**src/shared/afxh_params.svh**
```systemverilog
/*
 * Constants of the strobe-driving host for an asynchronous 9-bit
 * first-in/first-out memory: register offsets, field positions,
 * reset values and strobe timing counts.
 * Assumes inclusion by bare name from design files on a 100 MHz clock.
 */
`ifndef AFXH_PARAMS_SVH
`define AFXH_PARAMS_SVH

// ---------------------------------------------------------------
// Register word offsets (byte addresses)
// ---------------------------------------------------------------
`define AFXH_OFF_CTRL 12'h000
`define AFXH_OFF_WDATA 12'h004
`define AFXH_OFF_RDATA 12'h008
`define AFXH_OFF_STATUS 12'h00C

// ---------------------------------------------------------------
// Control fields
// ---------------------------------------------------------------
`define AFXH_CTRL_RESET 0
`define AFXH_CTRL_RETX 1
`define AFXH_CTRL_READ 2
`define AFXH_CTRL_FIRST 3
`define AFXH_CTRL_DEPTH 4
`define AFXH_CTRL_RESET_VAL 32'h0000_0000

// ---------------------------------------------------------------
// Status fields
// ---------------------------------------------------------------
`define AFXH_ST_BUSY 0
`define AFXH_ST_EMPTY 1
`define AFXH_ST_FULL 2
`define AFXH_ST_HALF 3
`define AFXH_ST_DONE 4

// ---------------------------------------------------------------
// Timing: strobe low and high widths, in ns and cycles
// ---------------------------------------------------------------
`define AFXH_CLK_NS 10
`define AFXH_PULSE_NS 30
`define AFXH_RECOV_NS 20
`define AFXH_PULSE_CYC ((`AFXH_PULSE_NS + `AFXH_CLK_NS - 1) / `AFXH_CLK_NS)
`define AFXH_RECOV_CYC ((`AFXH_RECOV_NS + `AFXH_CLK_NS - 1) / `AFXH_CLK_NS)
`define AFXH_CNT_W 4
`define AFXH_DATA_W 9

`endif

```
**src/shared/afxh_pkg.sv**
```systemverilog
/*
 * Types of the strobe-driving host.
 * Assumes nothing beyond a SystemVerilog compiler.
 */
package afxh_pkg;

    typedef enum logic [2:0] {
        AFXH_IDLE,
        AFXH_RST_LOW,
        AFXH_STROBE_LOW,
        AFXH_STROBE_HIGH,
        AFXH_RECOVER
    } afxh_state_e;

    typedef enum logic [1:0] {
        AFXH_OP_RESET,
        AFXH_OP_RETX,
        AFXH_OP_WRITE,
        AFXH_OP_READ
    } afxh_op_e;

endpackage

```
**src/hdl/afxh_host.sv**
```systemverilog
/*
 * Host that drives one asynchronous 9-bit first-in/first-out memory
 * through its write and read strobes, reset and retransmit pins, under
 * APB control. Status flags from the memory are synchronised here.
 * Assumes the memory's data outputs float while read strobe is high.
 */
// The implementer's own choices: the placing of the registers and register access over APB.
// How it works
// - Deep storage chains several memories; host serves one chain end.
// - Depth mode: first device gets first_load low; this host has no first_load pin, so the board straps it.
// - Depth mode: other devices keep first_load high.
// - Expansion output of each device feeds the next device's input.
// - Composite empty and full flags come from OR of all flags.
// - Width expansion: same controls to all; one device's flags suffice.
// - Writer strobes only while full flag is deasserted.
`timescale 1ns/1ps
`include "afxh_params.svh"

module afxh_host (
    input wire logic pclk,
    input wire logic presetn,
    input wire logic psel,
    input wire logic penable,
    input wire logic pwrite,
    input wire logic [11:0] paddr,
    input wire logic [31:0] pwdata,
    output logic [31:0] prdata,
    output logic pready,
    output logic pslverr,
    output logic fifo_write_n,
    output logic fifo_read_n,
    output logic fifo_reset_n,
    output logic fifo_retransmit_n,
    output logic [8:0] fifo_data_out,
    input wire logic [8:0] fifo_data_in,
    input wire logic empty_flag_n,
    input wire logic full_flag_n,
    input wire logic half_full_flag_n
);

    // ---------------------------------------------------------------
    // Register bus decode
    // ---------------------------------------------------------------
    logic [31:0] ctrl;
    logic [8:0] wdata;
    logic [8:0] rdata;
    logic done;
    afxh_pkg::afxh_state_e state;
    afxh_pkg::afxh_state_e next_state;
    afxh_pkg::afxh_op_e op;
    logic [`AFXH_CNT_W-1:0] cnt;

    wire access = psel && penable;
    wire hit_ctrl = paddr == `AFXH_OFF_CTRL;
    wire hit_wdata = paddr == `AFXH_OFF_WDATA;
    wire hit_rdata = paddr == `AFXH_OFF_RDATA;
    wire hit_status = paddr == `AFXH_OFF_STATUS;
    wire hit_any = hit_ctrl || hit_wdata || hit_rdata || hit_status;
    wire idle = state == afxh_pkg::AFXH_IDLE;
    wire wr_ctrl = access && pwrite && hit_ctrl;
    wire wr_wdata = access && pwrite && hit_wdata;
    // One chain end only; chaining and strapping stay on the board
    wire depth_mode = ctrl[`AFXH_CTRL_DEPTH];

    // ---------------------------------------------------------------
    // Flag and read-data synchronisers
    // ---------------------------------------------------------------
    logic [2:0] flag_meta;
    logic [2:0] flag_sync;
    logic [8:0] data_meta;
    logic [8:0] data_sync;
    // Flags are composite or taken from any one parallel device
    always_ff @(posedge pclk or negedge presetn) begin
        if (!presetn) begin
            flag_meta <= 3'h0;
            flag_sync <= 3'h0;
            data_meta <= 9'h000;
            data_sync <= 9'h000;
        end else begin
            flag_meta <= {half_full_flag_n, full_flag_n, empty_flag_n};
            flag_sync <= flag_meta;
            data_meta <= fifo_data_in;
            data_sync <= data_meta;
        end
    end
    wire empty_n_s = flag_sync[0];
    wire full_n_s = flag_sync[1];
    // Half-full is meaningless in depth mode, so it reads as high
    wire half_n_s = flag_sync[2] || depth_mode;

    // Orders that would break the flag protocol are dropped
    wire start_write = wr_wdata && idle && full_n_s;
    wire ctrl_read = wr_ctrl && pwdata[`AFXH_CTRL_READ];
    wire start_read = ctrl_read && idle && empty_n_s;
    wire start_reset = wr_ctrl && idle && pwdata[`AFXH_CTRL_RESET];
    wire start_retx = wr_ctrl && idle && pwdata[`AFXH_CTRL_RETX]
        && !pwdata[`AFXH_CTRL_DEPTH];

    assign pready = 1'b1;
    assign pslverr = access && !hit_any;

    wire [31:0] status_word = {27'h0, done, !half_n_s, !full_n_s,
        !empty_n_s, !idle};
    wire [31:0] rd_mux = hit_ctrl ? ctrl :
        hit_wdata ? {23'h0, wdata} :
        hit_rdata ? {23'h0, rdata} :
        hit_status ? status_word : 32'h0000_0000;

    always_ff @(posedge pclk or negedge presetn) begin
        if (!presetn) begin
            prdata <= 32'h0000_0000;
        end else if (psel && !penable && !pwrite) begin
            prdata <= rd_mux;
        end
    end

    always_ff @(posedge pclk or negedge presetn) begin
        if (!presetn) begin
            ctrl <= `AFXH_CTRL_RESET_VAL;
        end else if (wr_ctrl) begin
            ctrl <= {27'h0, pwdata[`AFXH_CTRL_DEPTH],
                pwdata[`AFXH_CTRL_FIRST], 3'h0};
        end
    end

    always_ff @(posedge pclk or negedge presetn) begin
        if (!presetn) begin
            wdata <= 9'h000;
        end else if (start_write) begin
            wdata <= pwdata[8:0];
        end
    end

    // ---------------------------------------------------------------
    // Strobe sequencer
    // ---------------------------------------------------------------
    wire cnt_end = cnt == `AFXH_CNT_W'(`AFXH_PULSE_CYC - 1);
    wire rec_end = cnt == `AFXH_CNT_W'(`AFXH_RECOV_CYC - 1);

    always_comb begin
        next_state = state;
        case (state)
            afxh_pkg::AFXH_IDLE: begin
                if (start_reset) begin
                    next_state = afxh_pkg::AFXH_RST_LOW;
                end else if (start_write || start_read || start_retx) begin
                    next_state = afxh_pkg::AFXH_STROBE_LOW;
                end
            end
            afxh_pkg::AFXH_RST_LOW,
            afxh_pkg::AFXH_STROBE_LOW: begin
                if (cnt_end) begin
                    next_state = afxh_pkg::AFXH_RECOVER;
                end
            end
            afxh_pkg::AFXH_RECOVER: begin
                if (rec_end) begin
                    next_state = afxh_pkg::AFXH_IDLE;
                end
            end
            default: next_state = afxh_pkg::AFXH_IDLE;
        endcase
    end

    always_ff @(posedge pclk or negedge presetn) begin
        if (!presetn) begin
            state <= afxh_pkg::AFXH_IDLE;
            cnt <= '0;
        end else begin
            state <= next_state;
            cnt <= (next_state != state) ? '0 : cnt + 1'b1;
        end
    end

    always_ff @(posedge pclk or negedge presetn) begin
        if (!presetn) begin
            op <= afxh_pkg::AFXH_OP_RESET;
        end else if (idle) begin
            if (start_reset) begin
                op <= afxh_pkg::AFXH_OP_RESET;
            end else if (start_write) begin
                op <= afxh_pkg::AFXH_OP_WRITE;
            end else if (start_read) begin
                op <= afxh_pkg::AFXH_OP_READ;
            end else if (start_retx) begin
                op <= afxh_pkg::AFXH_OP_RETX;
            end
        end
    end

    wire low_phase = state == afxh_pkg::AFXH_STROBE_LOW;
    wire rst_phase = state == afxh_pkg::AFXH_RST_LOW;

    // Strobes all high around reset and retransmit
    always_ff @(posedge pclk or negedge presetn) begin
        if (!presetn) begin
            fifo_write_n <= 1'b1;
            fifo_read_n <= 1'b1;
            fifo_reset_n <= 1'b1;
            fifo_retransmit_n <= 1'b1;
        end else begin
            fifo_reset_n <= !(next_state == afxh_pkg::AFXH_RST_LOW);
            fifo_write_n <= !(next_state == afxh_pkg::AFXH_STROBE_LOW
                && (idle ? start_write : op == afxh_pkg::AFXH_OP_WRITE));
            fifo_read_n <= !(next_state == afxh_pkg::AFXH_STROBE_LOW
                && (idle ? start_read : op == afxh_pkg::AFXH_OP_READ));
            fifo_retransmit_n <= !(next_state
                == afxh_pkg::AFXH_STROBE_LOW && (idle ? (start_retx
                && !start_write && !start_read)
                : op == afxh_pkg::AFXH_OP_RETX));
        end
    end

    // Data held across the rising write edge, where the word is stored
    assign fifo_data_out = wdata;

    // Read word sampled just before the read strobe rises; the word
    // settles at the strobe's fall, so the two-stage copy is valid by then
    always_ff @(posedge pclk or negedge presetn) begin
        if (!presetn) begin
            rdata <= 9'h000;
            done <= 1'b0;
        end else begin
            if (low_phase && cnt_end && op == afxh_pkg::AFXH_OP_READ) begin
                rdata <= data_sync;
            end
            if (state == afxh_pkg::AFXH_RECOVER && rec_end) begin
                done <= 1'b1;
            end else if (!idle || start_write || start_read) begin
                done <= 1'b0;
            end
        end
    end
endmodule

```
**config.mk**
```make
export PLATFORM = sky130hd
export DESIGN_NAME = afxh_host
export DESIGN_NICKNAME = d
export VERILOG_FILES = /design/src/shared/afxh_pkg.sv /design/src/hdl/afxh_host.sv
export VERILOG_INCLUDE_DIRS = /design/src /design/src/shared
export SDC_FILE = /design/constraint.sdc
export NUM_CORES = 1
export LEC_CHECK = 0
export ABC_AREA = 1
export BUFFER_PORTS_ARGS = -buffer_cell sky130_fd_sc_hd__buf_2
export CAP_MARGIN = 20
export CORE_MARGIN = 5
export CORE_UTILIZATION = 45
export CTS_BUF_LIST = sky130_fd_sc_hd__clkbuf_4 sky130_fd_sc_hd__clkbuf_8
export CTS_CLUSTER_SIZE = 8
export DETAILED_ROUTE_END_ITERATION = 7
export HOLD_SLACK_MARGIN = 0.02
export PLACE_DENSITY = 0.78
export SLEW_MARGIN = 0
export SYNTH_ARGS = -nofsm -noshare
export SYNTH_HDL_FRONTEND = slang
export SYNTH_SLANG_ARGS = --single-unit
```
**constraint.sdc**
```tcl
create_clock -name pclk -period 2.9 [get_ports pclk]
set_input_delay 0.29 -clock pclk [delete_from_list [all_inputs] [get_ports pclk]]
set_output_delay 0.29 -clock pclk [all_outputs]
set_load 0.05 [all_outputs]
```
# == Word-level counts from Yosys, hierarchy flattened ==
# Index checks and enable logic that the tools add are counted.
# totals
ff_bits,90
output_inout_bits,47
wordCells,102
# classes
n_addsub,1
n_eq_ne,14
muxes,19
reduce_logical,52
# op_table
op,count
$mux W9,3
$eq A12 B4 Y1 const B,2
$logic_and A1 B1 Y1,24
$logic_not A1 Y1,14
$eq A12 B3 Y1 const B,1
$logic_not A12 Y1,1
$mux W3,4
$pmux W3 S3,1
$logic_or A1 B1 Y1,8
$mux W2,4
$eq A3 B1 Y1 const B,2
$eq A3 B2 Y1 const B,2
$mux W1,5
$mux W5,1
$add A4 B1 Y4 const B,1
$eq A2 B2 Y1 const B,2
$eq A4 B1 Y1 const B,1
$eq A4 B2 Y1 const B,1
$mux W4,1
$reduce_bool A4 Y1,1
$eq A3 B3 Y1 const B,1
$logic_not A3 Y1,1
$ne A3 B3 Y1,1
$eq A2 B1 Y1 const B,1
3 further kinds,3

# == Logic depth before layout (Yosys ltp) ==
# logic_depth
depth_word,14
mapped_depth,11
mapped_depth_nobuf,11

# == Worst setup path after synthesis ==
# Ideal clock, no wire load.
# synth_path
path_kind,in2out
start,input paddr[0]
end,output pslverr
arrival_time_ns,1.339
t_required_ns,2.610
path_slack_ns,1.271
stages,4
path_cell_list,clkinv_1 > nand2_2 > inv_1 > a21oi_1
# synth_between
elab_chain_len,6
elab_cells_between_ends,9
cone_classes,eq/ne: 3; reduce/logical: 6
# synth_lines
item,line,text
start: declaration,afxh_host.sv:25,"input wire logic [11:0] paddr,"
$eq A12 B3 Y1 (no source line) or $logic_not A12 Y1 (tied branches),n/a,
$logic_or A1 B1 Y1 (2 in a row),afxh_host.sv:58,wire hit_any = hit_ctrl || hit_wdata || hit_rdata || hit_status;
$logic_or A1 B1 Y1 (*),afxh_host.sv:58,
$logic_not A1 Y1 (*),afxh_host.sv:100,assign pslverr = access && !hit_any;
$logic_and A1 B1 Y1 (*),afxh_host.sv:100,
end: declaration,afxh_host.sv:29,"output logic pslverr,"
# Mark *: on every way between the ends. The rest lies on a longest branch, timed or not.

# == Worst setup path in the final report ==
# layout_path
start,register state[1]
end,register cnt[2]
# layout_between
elab_chain_len,10
elab_cells_between_ends,22
cone_classes,eq/ne: 4; mux: 6; reduce/logical: 12
# layout_lines
item,line,text
start: declaration,afxh_host.sv:48,afxh_pkg::afxh_state_e state;
start signal: assignment,afxh_host.sv:167,state <= afxh_pkg::AFXH_IDLE;
start signal: assignment,afxh_host.sv:170,state <= next_state;
$logic_not A3 Y1,"afxh_host.sv:59, afxh_host.sv:142",
$logic_and A1 B1 Y1 (on tied branches),n/a,
$logic_and A1 B1 Y1 (on tied branches),"afxh_host.sv:92, afxh_host.sv:94, afxh_host.sv:96",
$logic_or A1 B1 Y1 or $logic_and A1 B1 Y1 (tied branches),"afxh_host.sv:146, afxh_host.sv:96",
$logic_or A1 B1 Y1,afxh_host.sv:146,end else if (start_write || start_read || start_retx) begin
$mux W3,afxh_host.sv:146,
$mux W3,afxh_host.sv:144,if (start_reset) begin
$pmux W3 S3,afxh_host.sv:142,case (state)
$ne A3 B3 Y1 (*),afxh_host.sv:171,cnt <= (next_state != state) ? '0 : cnt + 1'b1;
$mux W4 (*),afxh_host.sv:171,
end signal: assignment,afxh_host.sv:171,
end: declaration,afxh_host.sv:51,logic [`AFXH_CNT_W-1:0] cnt;
# Marks and branches as above.
# A chain may end at the register's enable or synchronous reset.

==> impl_metrics.json <==
{
  "path_class": "register to register",
  "rows": 29,
  "ys_seq_area_share_pct": 55.7,
  "dieArea_mm2": 0.00845,
  "grt_pass1_vias": 2240,
  "reg2reg_slack_ps": 910,
  "cp_max_fo": 12,
  "cp_slowest_cell": "nor2_2",
  "port_buffers": 60,
  "yosys_warnings": 0,
  "insertion_delay_ps": 340,
  "cts_setup_buffers": 0,
  "power.switching_w": 0.000782,
  "seqCellArea_mm2": 0.00168,
  "path_buf_inv": 0,
  "arrival_ps": 2220,
  "drt_first_pass_iters": 4,
  "pin_count": 108,
  "cp_data_required_time_ps": 3120,
  "crit_path_max_incr_delay_ps": 450,
  "mostFrequentLayoutCells": "75 x nand2_1, 63 x dfrtp_1, 60 x buf_2",
  "via_per_inst": 4.69,
  "synthDistinctLibCells": 32,
  "drtIter0Drc": 95,
  "period_minus_slack_ps": 1990,
  "p_int_w": 0.00153,
  "cts_inserted_buffers": 9,
  "max_cap_violations": 0,
  "min_from": "half_full_flag_n",
  "pwr-share-comb_pct": 23.0,
  "grt_max_degree": 30,
  "synthCells": 319,
  "timing.rr.end": "cnt[2]$_DFF_PN0_",
  "place.gp.congestion": 0.839,
  "start_util_pct": 47.0,
  "status": "finished, final reports clean",
  "whs_ps": 56.0,
  "clkPwrFrac_pct": 30.8,
  "yosys_register_bits": 67,
  "irDropWorstVdd_uv": 369,
  "fin_tns_setup_ps": 0,
  "grt_setup_unrepaired": "false",
  "fmax_ghz": 0.501,
  "seqPwrFrac_pct": 46.2,
  "postCtsResizedCells": 0,
  "area_growth_pct": 16.5,
  "whs_path_depth": 1,
  "worst_pin_slew_ps": 607,
  "die_w_um": 91.9,
  "fill_cells": 575,
  "post-route-period-util_pct": 68.8,
  "drv_slew": 0,
  "grt-ovfl-total": 0,
  "cts_buffer_depth": 2,
  "cp_cell_sequence": "nor3_4 > nand3_2 > nor2_2 > nor2_1 > nand3_2 > nand2_4 > nand2_4 > nor2_2",
  "grt_pass1_wl_mm": 10.2,
  "multi_input_area_mm2": 0.00110,
  "final_hold_viol_count": 0,
  "vias": 2211,
  "finalWirelength_mm": 6.05,
  "synth_edf_count": 0,
  "hpwl_mm": 4.63,
  "cp_top_family": "simple AND/OR/NAND/NOR gates",
  "mostFrequentLayoutCell": "nand2_1",
  "layout.nets": 453,
  "cts.sinks": 67,
  "switching_share_pct": 33.9,
  "powerDensity_mw_per_mm2": 656,
  "ant_nets": 0,
  "hp-class": "input pin to register",
  "drc_errors": 0,
  "postCtsHoldBufs": 1,
  "worstHoldEndpoint": "flag_meta[2]$_DFF_PN0_",
  "r2r-start": "state[1]$_DFF_PN0_",
  "cts-root-buf": "clkbuf_8",
  "max_slew_margin_pct": 59.5,
  "synthArstFlopShare_pct": 100,
  "antenna_found_initial": 0,
  "ff2ff_path_depth": 8,
  "wire_per_inst_um": 12.8,
  "skew_ps": 10.6,
  "drive_gt1_share_pct": 29.4,
  "critPathLaunchType": "register",
  "p_leak_nw": 1.85,
  "coreArea_mm2": 0.00642,
  "synth.avg_cell_area_um2": 9.46,
  "finalSetupViolCount": 0,
  "synth-main-ff-cell": "dfrtp_1",
  "clkSlewWorstSetupHoldPaths_ps": 70,
  "end_kind": "register",
  "grt_use_total_pct": 15.1,
  "cts_tree": "done",
  "die_h_um": 91.9,
  "syn_area_mm2": 0.00302,
  "antenna_cells": 0,
  "htree_levels": 3
}
[routing by layer]
layer  track usage (%)  wire [um]
met1              18.3       2480
met2              24.7       2880
met3              5.32        530
met4              6.31        156
met5                 0          0
[sequential cells by signal, summed over array words and instances (netlist names)]
| signal | cells |
|---|---|
| state | 3 |
| data_sync | 9 |
| fifo_reset_n | 1 |
| prdata | 9 |
| flag_sync | 3 |
| fifo_retransmit_n | 1 |
| op | 2 |
| flag_meta | 3 |
| ctrl | 2 |
| fifo_data_out | 9 |
| done | 1 |
| data_meta | 9 |
| fifo_write_n | 1 |
| cnt | 4 |
| rdata | 9 |
| fifo_read_n | 1 |
[metrics by stage]
| stage | instance area [um2] | worst slack, ps | util [%] | total power [W] | instances |
|---|---|---|---|---|---|
| final | 3520 | 905 | 54.8 | 0.00231 | 471 |
| after CTS | 3520 | 912 | 54.8 | 0.00233 | 471 |
| after global placement | 3320 | 960 | 51.7 | 0.00160 | 454 |
| after detailed placement | 3320 | 904 | 51.7 | 0.00161 | 454 |
| after global routing | 3520 | 751 | 54.8 | 0.00244 | 471 |
| after floorplan | 3100 | 1270 | - | 0.00152 | 341 |
[cells in the mapped netlist, types with 2 or more instances]
library cell  instances  area share (%)
nor2_2                9             1.9
o2111ai_1             2            0.58
o21ai_0               9             1.5
nand2_4               4             1.5
o21ai_1               6            0.99
nand3_2               2            0.66
mux2_2                2            0.75
nand4_1               4            0.83
dfstp_2               4             3.5
nor3_4                2             1.1
clkinv_1              3            0.37
nor2_4                2            0.75
buf_4                25             6.2
nand3_1              13             2.2
nand2_1              75             9.3
nor3_1                9             1.5
dfrtp_1              63              52
nor2_1               22             2.7
conb_1                2            0.25
inv_1                27             3.4
a21oi_1              15             2.5
ha_1                  3             1.2
inv_2                 5            0.62
nand2_2               3            0.62
[cell type report]
cell class / instances / area share [%]
Sequential cell: 67 / 47.8
Multi-Input combinational cell: 213 / 31.2
Timing Repair Buffer: 63 / 9.25
Clock buffer: 11 / 4.30
Inverter: 35 / 3.73
Tap cell: 77 / 2.74
Clock inverter: 5 / 1.03
[power by group through the flow]
stage / Sequential, W / Combinational (W) / Clock (W)
floorplan: 0.00112 / 0.000391 / 0
global placement: 0.00108 / 0.000514 / 0
detailed placement: 0.00108 / 0.000529 / 0
CTS: 0.00107 / 0.000536 / 0.000724
global route: 0.00108 / 0.000586 / 0.000772
finish: 0.00107 / 0.000531 / 0.000712
[cell families after synthesis]
logic type | Yosys count | share of synthesized area (%)
compound gates | 32 | 5.55
other cells | 2 | 0.249
mux | 2 | 0.746
xor+xnor | 2 | 0.580
flops | 67 | 55.7
fa+ha+maj | 3 | 1.24
buf+inv | 61 | 10.7
simple gates | 150 | 25.2
[how the worst max path moves through the flow]
stage	depth (start not counted)	endpoint	startpoint
5_1_grt	8	cnt[0]$_DFF_PN0_	state[1]$_DFF_PN0_
2_1_floorplan	4	pslverr	paddr[0]
4_1_cts	8	cnt[2]$_DFF_PN0_	state[1]$_DFF_PN0_
3_5_place_dp	11	cnt[2]$_DFF_PN0_	paddr[7]
3_3_place_gp	11	cnt[0]$_DFF_PN0_	paddr[7]
6_report	8	cnt[2]$_DFF_PN0_	state[1]$_DFF_PN0_
Note: power is estimated with default switching activity, not from simulation.
